[src/rtl/rsc_pkg.sv]
// Package with opcodes, register map and shared types of the return-stack control block.
package rsc_pkg;

   // ---------------------------------------------------------------
   // Instruction encodings
   // ---------------------------------------------------------------
   localparam logic [15:0] OP_STACK_DISCARD = 16'h0006;
   localparam logic [15:0] OP_STACK_SAVE    = 16'h0005;
   localparam logic [15:0] OP_SOFT_RESET    = 16'h00ff;
   localparam logic [14:0] OP_IRQ_RETURN    = 15'h0008;
   localparam logic [7:0]  OP_LIT_RETURN    = 8'h0c;
   localparam logic [4:0]  OP_REL_SUBCALL   = 5'h1b;
   localparam int          OFFSET_BITS      = 11;
   localparam int          PC_STEP          = 2;

   // ---------------------------------------------------------------
   // Register map, byte addresses of 32-bit words
   // ---------------------------------------------------------------
   localparam logic [7:0] ADDR_STACK_TOP  = 8'h00;
   localparam logic [7:0] ADDR_ACCUM      = 8'h04;
   localparam logic [7:0] ADDR_FLAGS      = 8'h08;
   localparam logic [7:0] ADDR_BANK       = 8'h0c;
   localparam logic [7:0] ADDR_IRQ_ENABLE = 8'h10;
   localparam logic [7:0] ADDR_PC         = 8'h14;
   localparam logic [7:0] ADDR_DEPTH      = 8'h18;
   localparam int         IRQ_EN_HIGH_BIT = 0;
   localparam int         IRQ_EN_LOW_BIT  = 1;

   // ---------------------------------------------------------------
   // Reset values
   // ---------------------------------------------------------------
   localparam logic [7:0] ACCUM_RESET = 8'h00;
   localparam logic [7:0] FLAGS_RESET = 8'h00;
   localparam logic [7:0] BANK_RESET  = 8'h00;

   // ---------------------------------------------------------------
   // Types
   // ---------------------------------------------------------------
   typedef enum logic [1:0] {
      ST_EXEC  = 2'h0,
      ST_FLUSH = 2'h1
   } rsc_state_e_t;

   typedef struct packed {
      logic [7:0] accum;
      logic [7:0] flags;
      logic [7:0] bank;
   } rsc_work_t;

   localparam rsc_work_t WORK_RESET = '{accum: ACCUM_RESET, flags: FLAGS_RESET,
                                        bank: BANK_RESET};

   typedef struct packed {
      logic [7:0]  addr;
      logic [31:0] wdata;
      logic        wr;
      logic        rd;
   } rsc_bus_t;

endpackage

[src/rtl/rsc_core.sv]
// Decode and execution of the return-stack and control-flow instructions.
//
// Local design decisions: the address-and-strobe port and the register offsets.
`timescale 1ns/1ps
// What this block does
// - Opcode 0x0006 drops the stack top, no flag change, one cycle.
// - After a drop, the entry below becomes the new stack top.
// - Opcode 0x0005 pushes program counter plus two, one cycle, no flags.
// - A push moves the old stack top one level deeper.
// - Relative call is prefix 11011 with an 11-bit signed word offset.
// - Relative call pushes pc plus two, then jumps by twice the offset.
// - Relative call takes two cycles, target written in the first.
// - Software reset restores every register and flag to its reset value, but raises soft_reset for one cycle.
// - Interrupt return pops the stack into the program counter.
// - Interrupt return sets the high or low global enable, by level exited.
// - With the fast bit set, shadows reload accumulator, flags and bank.
// - Interrupt return leaves the upper and high pc latches alone.
// - Interrupt return changes only the enable of the level exited unless restoring shadows.
// - Opcode 0x0ckk loads the 8-bit literal into the accumulator.
// - Literal return pops the stack into pc, high latch untouched.
module rsc_core #(
   parameter int PCW   = 21,
   parameter int DEPTH = 31
) (
   input  wire logic               clk,
   input  wire logic               nrst,
   input  wire rsc_pkg::rsc_bus_t  bus,
   output logic [31:0]             bus_rdata,
   input  wire logic               instr_valid,
   input  wire logic [15:0]        instr,
   output logic                    instr_ready,
   input  wire rsc_pkg::rsc_work_t shadow,
   input  wire logic               irq_exit_high,
   output logic [PCW-1:0]          pc,
   output logic [PCW-1:0]          stack_top,
   output rsc_pkg::rsc_work_t      work,
   output logic                    high_prio_global_irq_enable,
   output logic                    low_prio_global_irq_enable,
   output logic                    soft_reset
);

   localparam int DW = $clog2(DEPTH + 1);
   localparam logic [PCW-1:0] STEP = PCW'(rsc_pkg::PC_STEP);
   localparam logic [DW-1:0]  FULL = DW'(DEPTH);
   localparam logic [DW-1:0]  ONE  = DW'(1);

   typedef struct packed {
      rsc_pkg::rsc_state_e_t     st;
      logic [PCW-1:0]            pc;
      logic [DEPTH-1:0][PCW-1:0] stk;
      logic [DW-1:0]             depth;
      rsc_pkg::rsc_work_t        work;
      logic                      hp_irq_en;
      logic                      lp_irq_en;
      logic                      soft_rst;
      logic [31:0]               rdata;
   } rsc_core_state_t;

   localparam rsc_core_state_t STATE_RESET = '{
      st: rsc_pkg::ST_EXEC, pc: '0, stk: '0, depth: '0,
      work: rsc_pkg::WORK_RESET, hp_irq_en: 1'b0, lp_irq_en: 1'b0,
      soft_rst: 1'b0, rdata: '0};

   rsc_core_state_t state_reg;
   rsc_core_state_t state_next;
   logic [PCW-1:0]  pc_plus2;
   logic [PCW-1:0]  rel_offset;
   logic            take;

   assign take       = instr_valid && (state_reg.st == rsc_pkg::ST_EXEC);
   assign pc_plus2   = state_reg.pc + STEP;
   assign rel_offset = {{(PCW - rsc_pkg::OFFSET_BITS - 1){instr[10]}},
                        instr[rsc_pkg::OFFSET_BITS-1:0], 1'b0};

   // ---------------------------------------------------------------
   // Next state
   // ---------------------------------------------------------------
   always_comb begin
      state_next          = state_reg;
      state_next.soft_rst = 1'b0;
      state_next.rdata    = '0;

      // Register port. Instruction effects below override these writes.
      if (bus.rd) begin
         case (bus.addr)
            rsc_pkg::ADDR_STACK_TOP:  state_next.rdata = 32'(state_reg.stk[0]);
            rsc_pkg::ADDR_ACCUM:      state_next.rdata = 32'(state_reg.work.accum);
            rsc_pkg::ADDR_FLAGS:      state_next.rdata = 32'(state_reg.work.flags);
            rsc_pkg::ADDR_BANK:       state_next.rdata = 32'(state_reg.work.bank);
            rsc_pkg::ADDR_IRQ_ENABLE: state_next.rdata = 32'({state_reg.lp_irq_en,
                                                              state_reg.hp_irq_en});
            rsc_pkg::ADDR_PC:         state_next.rdata = 32'(state_reg.pc);
            rsc_pkg::ADDR_DEPTH:      state_next.rdata = 32'(state_reg.depth);
            default:                  state_next.rdata = '0;
         endcase
      end
      if (bus.wr) begin
         case (bus.addr)
            rsc_pkg::ADDR_STACK_TOP:  state_next.stk[0] = bus.wdata[PCW-1:0];
            rsc_pkg::ADDR_ACCUM:      state_next.work.accum = bus.wdata[7:0];
            rsc_pkg::ADDR_FLAGS:      state_next.work.flags = bus.wdata[7:0];
            rsc_pkg::ADDR_BANK:       state_next.work.bank = bus.wdata[7:0];
            rsc_pkg::ADDR_IRQ_ENABLE: begin
               state_next.hp_irq_en = bus.wdata[rsc_pkg::IRQ_EN_HIGH_BIT];
               state_next.lp_irq_en = bus.wdata[rsc_pkg::IRQ_EN_LOW_BIT];
            end
            default: ;
         endcase
      end

      case (state_reg.st)
         rsc_pkg::ST_EXEC: begin
            if (take) begin
               state_next.pc = pc_plus2;
               if (instr == rsc_pkg::OP_STACK_DISCARD) begin
                  // Pop: the entry below moves up, nothing reads the old top.
                  for (int i = 0; i < DEPTH - 1; i++) begin
                     state_next.stk[i] = state_reg.stk[i+1];
                  end
                  state_next.stk[DEPTH-1] = '0;
                  if (state_reg.depth != '0) state_next.depth = state_reg.depth - ONE;
               end else if (instr == rsc_pkg::OP_STACK_SAVE ||
                            instr[15:11] == rsc_pkg::OP_REL_SUBCALL) begin
                  // The pushed top is the value software may just have rewritten.
                  // Walk from the bottom up so each level takes the old value above it.
                  for (int i = DEPTH - 1; i > 0; i--) begin
                     state_next.stk[i] = state_next.stk[i-1];
                  end
                  state_next.stk[0] = pc_plus2;
                  if (state_reg.depth != FULL) state_next.depth = state_reg.depth + ONE;
                  if (instr[15:11] == rsc_pkg::OP_REL_SUBCALL) begin
                     state_next.pc = pc_plus2 + rel_offset;
                     state_next.st = rsc_pkg::ST_FLUSH;
                  end
               end else if (instr == rsc_pkg::OP_SOFT_RESET) begin
                  // Full overwrite: same values as the asynchronous reset, except soft_rst, which is set high.
                  state_next          = STATE_RESET;
                  state_next.soft_rst = 1'b1;
               end else if (instr[15:1] == rsc_pkg::OP_IRQ_RETURN ||
                            instr[15:8] == rsc_pkg::OP_LIT_RETURN) begin
                  // Pop into pc; the pc latches live outside and stay untouched.
                  state_next.pc = state_reg.stk[0];
                  for (int i = 0; i < DEPTH - 1; i++) begin
                     state_next.stk[i] = state_reg.stk[i+1];
                  end
                  state_next.stk[DEPTH-1] = '0;
                  if (state_reg.depth != '0) state_next.depth = state_reg.depth - ONE;
                  state_next.st = rsc_pkg::ST_FLUSH;
                  if (instr[15:8] == rsc_pkg::OP_LIT_RETURN) begin
                     state_next.work.accum = instr[7:0];
                  end else begin
                     if (irq_exit_high) state_next.hp_irq_en = 1'b1;
                     else state_next.lp_irq_en = 1'b1;
                     if (instr[0]) state_next.work = shadow;
                  end
               end
            end
         end
         rsc_pkg::ST_FLUSH: begin
            // Dead cycle after a pc change; only the register port may act.
            state_next.st = rsc_pkg::ST_EXEC;
         end
         default: state_next.st = rsc_pkg::ST_EXEC;
      endcase
   end

   // ---------------------------------------------------------------
   // State register
   // ---------------------------------------------------------------
   always_ff @(posedge clk or negedge nrst) begin
      if (!nrst) begin
         state_reg <= STATE_RESET;
      end else begin
         state_reg <= state_next;
      end
   end

   // ---------------------------------------------------------------
   // Outputs
   // ---------------------------------------------------------------
   assign instr_ready                 = (state_reg.st == rsc_pkg::ST_EXEC);
   assign bus_rdata                   = state_reg.rdata;
   assign pc                          = state_reg.pc;
   assign stack_top                   = state_reg.stk[0];
   assign work                        = state_reg.work;
   assign high_prio_global_irq_enable = state_reg.hp_irq_en;
   assign low_prio_global_irq_enable  = state_reg.lp_irq_en;
   assign soft_reset                  = state_reg.soft_rst;

endmodule

[config.mk]
export PLATFORM = sky130hd
export DESIGN_NAME = rsc_core
export DESIGN_NICKNAME = d
export VERILOG_FILES = /design/src/rtl/rsc_pkg.sv /design/src/rtl/rsc_core.sv
export SDC_FILE = /design/constraint.sdc
export NUM_CORES = 2
export LEC_CHECK = 0
export ABC_AREA = 1
export BUFFER_PORTS_ARGS = -buffer_cell sky130_fd_sc_hd__buf_2
export CAP_MARGIN = 10
export CORE_MARGIN = 1
export CORE_UTILIZATION = 65
export DETAILED_ROUTE_END_ITERATION = 6
export PLACE_DENSITY = 0.81
export SYNTH_ARGS = -nofsm -noshare
export SYNTH_HDL_FRONTEND = slang
export SYNTH_SLANG_ARGS = --single-unit
export TNS_END_PERCENT = 10
[constraint.sdc]
create_clock -name clk -period 7.9 [get_ports clk]
set_input_delay 0.395 -clock clk [delete_from_list [all_inputs] [get_ports clk]]
set_output_delay 0.395 -clock clk [all_outputs]
set_load 0.01 [all_outputs]
After elaboration in Yosys (flattened, before gate mapping):

Cells that the tools add are included.

* bits of input ports: 86
* logic and storage cells: 104
* output and inout bits: 102
* bits in registers: 738

* add/sub/neg operators: 4
* reductions and logical operators: 11
* multiplexer cells: 30
* eq/ne operators: 18

Operators by type and width (count)
* two-way mux 705 bit: 2
* two-way mux 738 bit: 1
* two-way mux 679 bit: 1
* two-way mux 656 bit: 1
* one-hot mux 21 bit (7 select lines): 1
* two-way mux 59 bit: 2
* two-way mux 85 bit: 1
* two-way mux 24 bit: 3
* two-way mux 23 bit: 2
* two-way mux 21 bit: 2
* two-way mux 33 bit: 1
* equality test 16 x 3 -> 1 bit (second input constant): 2
* two-way mux 32 bit: 1
* two-way mux 8 bit: 4
* two-way mux 26 bit: 1
* equality test 8 x 4 -> 1 bit (second input constant): 3
* equality test 8 x 5 -> 1 bit (second input constant): 3
* adder 21 x 2 -> 21 bit (second input constant): 1
* adder 21 bit: 1
* two-way mux 18 bit: 1
* equality test 16 x 8 -> 1 bit (second input constant): 1
* equality test 15 x 4 -> 1 bit (second input constant): 1
* two-way mux 5 bit: 2
* equality test 8 x 3 -> 1 bit (second input constant): 1
* 20 further kinds: 24

Longest topological paths before layout:

* depth in word-level cells: 13
* gate-level depth with buffers: 22
* gate-level depth less buffers: 22

Least setup slack after synthesis:

OpenSTA, ideal clock, no wires.

* kind: reg-to-reg
* from: reg state_reg, in the netlist pc[1]
* to: reg state_reg, in the netlist pc[20]
* setup slack: 5.310 ns
* arrival: 2.512 ns
* required time: 7.823 ns
* cell stages (with the launch flop): 17
* library setup time: 0.077 ns
* clock period less this slack: 2.590 ns
* path buffers: 0
* cells stage by stage: dfrtp_1 > ha_1 > nand3_1 > nor2_1 > nand2_1 > nor2_1 > xor2_1 > ha_1 > a21oi_1 > nand2_1 > a21oi_1 > nand3_1 > nand2_1 > nand3_1 > nand2_1 > nand2_1 > a21oi_1

* word-level cells in the longest chain between the ends: 5
* elaborated cells on any way between the ends: 7
* classes of those cells: add/sub (2); mux (5)

Ends and longest elaborated chain
* start: declaration: RTL line rsc_core.sv:64 `rsc_core_state_t state_reg;`
* start signal: assignment: RTL line rsc_core.sv:174 `state_reg <= state_next;`
* adder 21 x 2 -> 21 bit (*): RTL line rsc_core.sv:71 `assign pc_plus2 = state_reg.pc + STEP;`
* adder 21 bit or two-way mux 705 bit (tied branches): RTL line rsc_core.sv:132, rsc_core.sv:139
* two-way mux 23 bit or two-way mux 705 bit (tied branches): RTL line rsc_core.sv:131, rsc_core.sv:135
* two-way mux 679 bit: RTL line rsc_core.sv:122 `end else if (instr == rsc_pkg::OP_STACK_SAVE ||`
* two-way mux 23 bit (*): RTL line rsc_core.sv:115 `if (instr == rsc_pkg::OP_STACK_DISCARD) begin`

Every way passes the cells marked *; elsewhere a longest branch is shown, timed or not. The select of a mux whose other input is x is not followed.
A chain may end at the register's enable or synchronous reset.

Final worst setup path:

* from: in instr[10]
* to: reg state_reg[585] (netlist bit)

* word-level cells in the longest chain between the ends: 4
* elaborated cells on any way between the ends: 12
* classes of those cells: eq/ne (5); mux (3); reduce/logical (4)

Ends and longest elaborated chain
* start: declaration: RTL line rsc_core.sv:30 `input wire logic [15:0] instr,`
* equality test 16 x 3 -> 1 bit (tied with other cells): RTL line rsc_core.sv:122
* logical OR 1 bit (tied with other cells): RTL line rsc_core.sv:122
* nonzero test 4 bit (no line) or two-way mux 679 bit (tied branches)
* AND reduction 3 bit (no line) or two-way mux 656 bit (tied branches)

Several ways; a longest one is shown, not always the timed one.

==> impl_results.md <==
- Run status: finished, final reports clean
- Placed inst area: 42,200 sq um
- Startpoint of the worst hold path: shadow[14]
- Count of nets left with antenna violations after detail routing: 0
- Transition at the pin with the smallest max-transition slack: about 1.2 ns
- Total routed wirelength: roughly 97,000 um
- Cell area power density: between 200 and 250 nW/um^2
- Antenna violations before repair: 0
- Area added between synthesis and finish: 6.02%
- Beginning of the critical path: instr[10]
- Number of buffers on the longest clock path: 3
- Crit path required time: 8.45 ns
- Number of flops mapped to enable cells by yosys: 0
- Critical Path Sink Type: flop
- Ratio of cells with drive above 1 in the final layout: 0.0603
- First-pass GRT wire length: between 150,000 and 200,000 um
- Area leader, netlist: sky130_fd_sc_hd__dfrtp_1
- I/O pin count: ~190
- Share of the synthesized area in the top cell type: 0.428
- Ant. Diodes: 0
- Routability-driven placement congestion ratio: about 1
- Number of hold-slack violations in the final timing report: 0
- Die height: roughly 260 um
- Worst flop-to-flop path startpoint: pc[1]$_DFFE_PN0P_
- Worst-path clk slew: about 0.060 ns
- Min Tclk post-route: ~4.3 ns
- Final TNS setup: 0 ns
- Placed Cells incl. Taps: 6,544
- Critical-path maximum fanout: 141
- Final max-slew violation count: 0
- Crit path DAT: a little under 5 ns
- Number of flip-flops under the largest register name: about 640
- Clock Root Buffer: sky130_fd_sc_hd__clkbuf_16
- Total of flip-flops plus latches after synthesis: between 700 and 800
- Synth top area cells: sky130_fd_sc_hd__dfrtp_1 (43%), sky130_fd_sc_hd__nand2_1 (20%), sky130_fd_sc_hd__o211ai_1 (8.9%)
- Most used DFF post-synth: sky130_fd_sc_hd__dfrtp_1
- Number of inserted filler cells in the final layout: approximately 5,300
- Clock skew: between 0.02 and 0.025 ns
- Clock Sinks: just over 700
- Initial standard-cell utilization of the core: 0.659
- Post-route DRC: 0
- Post-route core utilization: 0.698
- Leakage: roughly 20 nW
- Peak Freq: about 230 MHz
- Post-detailed-placement half-perimeter wirelength: around 57,000 um
- Pin count of the biggest net entering global routing: approximately 240
- Number of cell rows: slightly above 90
- Tightest slew margin relative to the limit: 0.205
- Total via count in the routed design: ~38,000
- Placeable core region: 64,500 sq um
- Number of maximum-capacitance constraint violations: 0
- Number of standard cells in the final layout excluding fillers: ~6,700
- Clock tree from TritonCTS: built
- Setup Crit Path Kind: primary input to flop
- Wire per inst: approximately 14 um
- Worst VDD drop: approximately 0.00019 V
- RSZ-0062 raised after global routing: false
- Mean instance size in the synthesized netlist: approximately 7 sq um
- Number of warning messages in the yosys log: 0
- Post-synth design cell area: between 40,000 and 50,000 sq um
- Count of instances resized after the clock tree is built: 0
- Htree depth: 3
- Worst setup SP type: primary input
- Class of the tightest hold or removal check: primary input to flop
- First-pass iteration count of the detailed router: 6
- Async set-reset flop share out of synthesis: 1.00
- Vias in the first global route: 34,899
- Clock network latency to the later pin of the worst-skew pair: 0.64 ns
- Period utilisation layout: 0.549
- # setup viols final: 0
- Number of vias per cell: 5.65
- Number of buffers inserted by post-CTS setup repair: 0
- Global router's overall resource usage: 0.289
- Number of buffers created by CTS: between 70 and 80
- Overflow after GRT: 0
- Number of buffers added on ports: between 150 and 200
- Net count reported at finish: 5,892
- Floorplan die width: between 200 and 300 um
- Seq/Total Area, Yosys: 0.428
- Starting DRC count in detailed routing: between 4,000 and 5,000
- Design area: about 45,000 sq um
- Worst-case register-to-register setup slack: between 4 and 5 ns
- Area of the die: between 60,000 and 70,000 sq um
- Cell variety after synth: 47
- Count of mapped cells out of synthesis: 5,954
[final cells by class]
class,count,area [sq um],area share
clock buffers,112,2280,0.0507
well taps,855,1070,0.0238
clock inverters,29,382,0.00848
multi-input cells,4086,19200,0.426
inverters,674,2540,0.0565
repair buffers,214,1410,0.0312
flip-flops and latches,726,18200,0.404
[layout by cell type, fill, tap and decap left out, types with 3 or more instances in the layout]
cell / n
sky130_fd_sc_hd__clkbuf_1: 17
sky130_fd_sc_hd__nor3_1: 11
sky130_fd_sc_hd__ha_1: 24
sky130_fd_sc_hd__dfrtp_1: 726
sky130_fd_sc_hd__o21ai_1: 496
sky130_fd_sc_hd__buf_4: 24
sky130_fd_sc_hd__o2111ai_1: 3
sky130_fd_sc_hd__nor2_1: 117
sky130_fd_sc_hd__a21oi_1: 181
sky130_fd_sc_hd__clkinv_2: 17
sky130_fd_sc_hd__nand3_1: 98
sky130_fd_sc_hd__xor2_1: 20
sky130_fd_sc_hd__o211ai_1: 505
sky130_fd_sc_hd__clkbuf_8: 14
sky130_fd_sc_hd__o21bai_1: 3
sky130_fd_sc_hd__inv_2: 7
sky130_fd_sc_hd__bufinv_16: 7
sky130_fd_sc_hd__buf_2: 164
sky130_fd_sc_hd__dlygate4sd3_1: 11
sky130_fd_sc_hd__nand4_1: 13
sky130_fd_sc_hd__a211oi_1: 4
sky130_fd_sc_hd__conb_1: 11
sky130_fd_sc_hd__inv_1: 664
sky130_fd_sc_hd__o21a_1: 4
sky130_fd_sc_hd__clkbuf_16: 81
sky130_fd_sc_hd__o22ai_1: 35
sky130_fd_sc_hd__o21ai_0: 226
sky130_fd_sc_hd__nand2_1: 2305
sky130_fd_sc_hd__buf_12: 14
[timing repair]
item                       in CTS  in global routing
setup endpoints to repair       0                  0
hold endpoints to repair       92                  0
hold buffers                   11                  0
[where the power goes]
group	switching (W)	total, W	leakage [nW]	internal, W
Sequential	0.000604	0.00504	8.96	0.00444
Combinational	0.00116	0.00178	9.48	0.000615
Clock	0.00155	0.00380	1.32	0.00225
Total	0.00331	0.0106	19.8	0.00730
[metrics by stage]
stage,setup WS [ns],power (W),hold slack [ns]
2_1_floorplan,5.31,0.00628,0.0994
3_3_place_gp,3.02,0.00675,0.465
3_5_place_dp,2.99,0.00682,0.464
4_1_cts,3.66,0.0107,0.00582
5_1_grt,3.24,0.0112,0.0217
6_report,3.56,0.0106,0.0171
[layer usage]
metal,up-vias,routed length (um),track usage
li1,18819,-,-
met1,17804,43300,0.395
met2,957,44800,0.469
met3,240,5240,0.0418
met4,0,3280,0.112
met5,-,0,0
[worst max-delay path, cell delays in order]
cell and delay, ns:
sky130_fd_sc_hd__buf_2 0.22, sky130_fd_sc_hd__inv_1 0.18, sky130_fd_sc_hd__nand2_1 0.12, sky130_fd_sc_hd__nor3_2 0.38, sky130_fd_sc_hd__nand2_2 0.28, sky130_fd_sc_hd__nand2_8 0.63
sky130_fd_sc_hd__inv_4 0.25, sky130_fd_sc_hd__nand3_2 0.29, sky130_fd_sc_hd__nand2_8 0.41, sky130_fd_sc_hd__inv_8 0.73, sky130_fd_sc_hd__buf_12 0.47, sky130_fd_sc_hd__nand2_1 0.12
sky130_fd_sc_hd__o21ai_1 0.12
[cells in the mapped netlist (2+ instances only)]
cell / instances
sky130_fd_sc_hd__buf_2: 154
sky130_fd_sc_hd__buf_1: 4
sky130_fd_sc_hd__o21ai_1: 496
sky130_fd_sc_hd__o21a_1: 4
sky130_fd_sc_hd__dfrtp_1: 726
sky130_fd_sc_hd__nand3_1: 98
sky130_fd_sc_hd__nor2_2: 2
sky130_fd_sc_hd__nand4_1: 13
sky130_fd_sc_hd__nand2_2: 2
sky130_fd_sc_hd__buf_4: 134
sky130_fd_sc_hd__o21bai_1: 3
sky130_fd_sc_hd__a211oi_1: 4
sky130_fd_sc_hd__nor3_1: 11
sky130_fd_sc_hd__clkbuf_1: 162
sky130_fd_sc_hd__xor2_1: 20
sky130_fd_sc_hd__ha_1: 24
sky130_fd_sc_hd__inv_1: 665
sky130_fd_sc_hd__nor4_1: 2
sky130_fd_sc_hd__nor2_1: 117
sky130_fd_sc_hd__a21o_1: 2
sky130_fd_sc_hd__o21ai_0: 226
sky130_fd_sc_hd__o22ai_1: 35
sky130_fd_sc_hd__inv_2: 8
sky130_fd_sc_hd__buf_6: 24
sky130_fd_sc_hd__o211ai_1: 505
sky130_fd_sc_hd__a22oi_1: 2
sky130_fd_sc_hd__or2_2: 2
sky130_fd_sc_hd__o2111ai_1: 3
sky130_fd_sc_hd__a21oi_1: 181
sky130_fd_sc_hd__nor3_2: 2
sky130_fd_sc_hd__nand2_1: 2307
[cell families (layout without fill, tap and decap cells)]
kind of cell    after synthesis  count (layout)  synth area share
simple gates               2562            2562             0.232
compound gates             1467            1467             0.205
buf+inv                    1152            1029             0.123
flops                       726             726             0.428
fa+ha+maj                    25              25           0.00754
xor+xnor                     21              21           0.00433
other cells                   1              11         0.0000883
[path summary, 6_finish.rpt]
check,to,depth (start not counted)
max reg2reg,pc[20]$_DFFE_PN0P_,16
min in group asynchronous,bus_rdata[2]$_DFF_PN0_,2
max,state_reg[585]$_DFFE_PN0P_,13
min,work[14]$_DFF_PN0_,3
max in group asynchronous,state_reg[670]$_DFFE_PN0P_,4
min reg2reg,state_reg[709]$_DFFE_PN0P_,2
No activity file was read; power rests on OpenSTA's default activity.
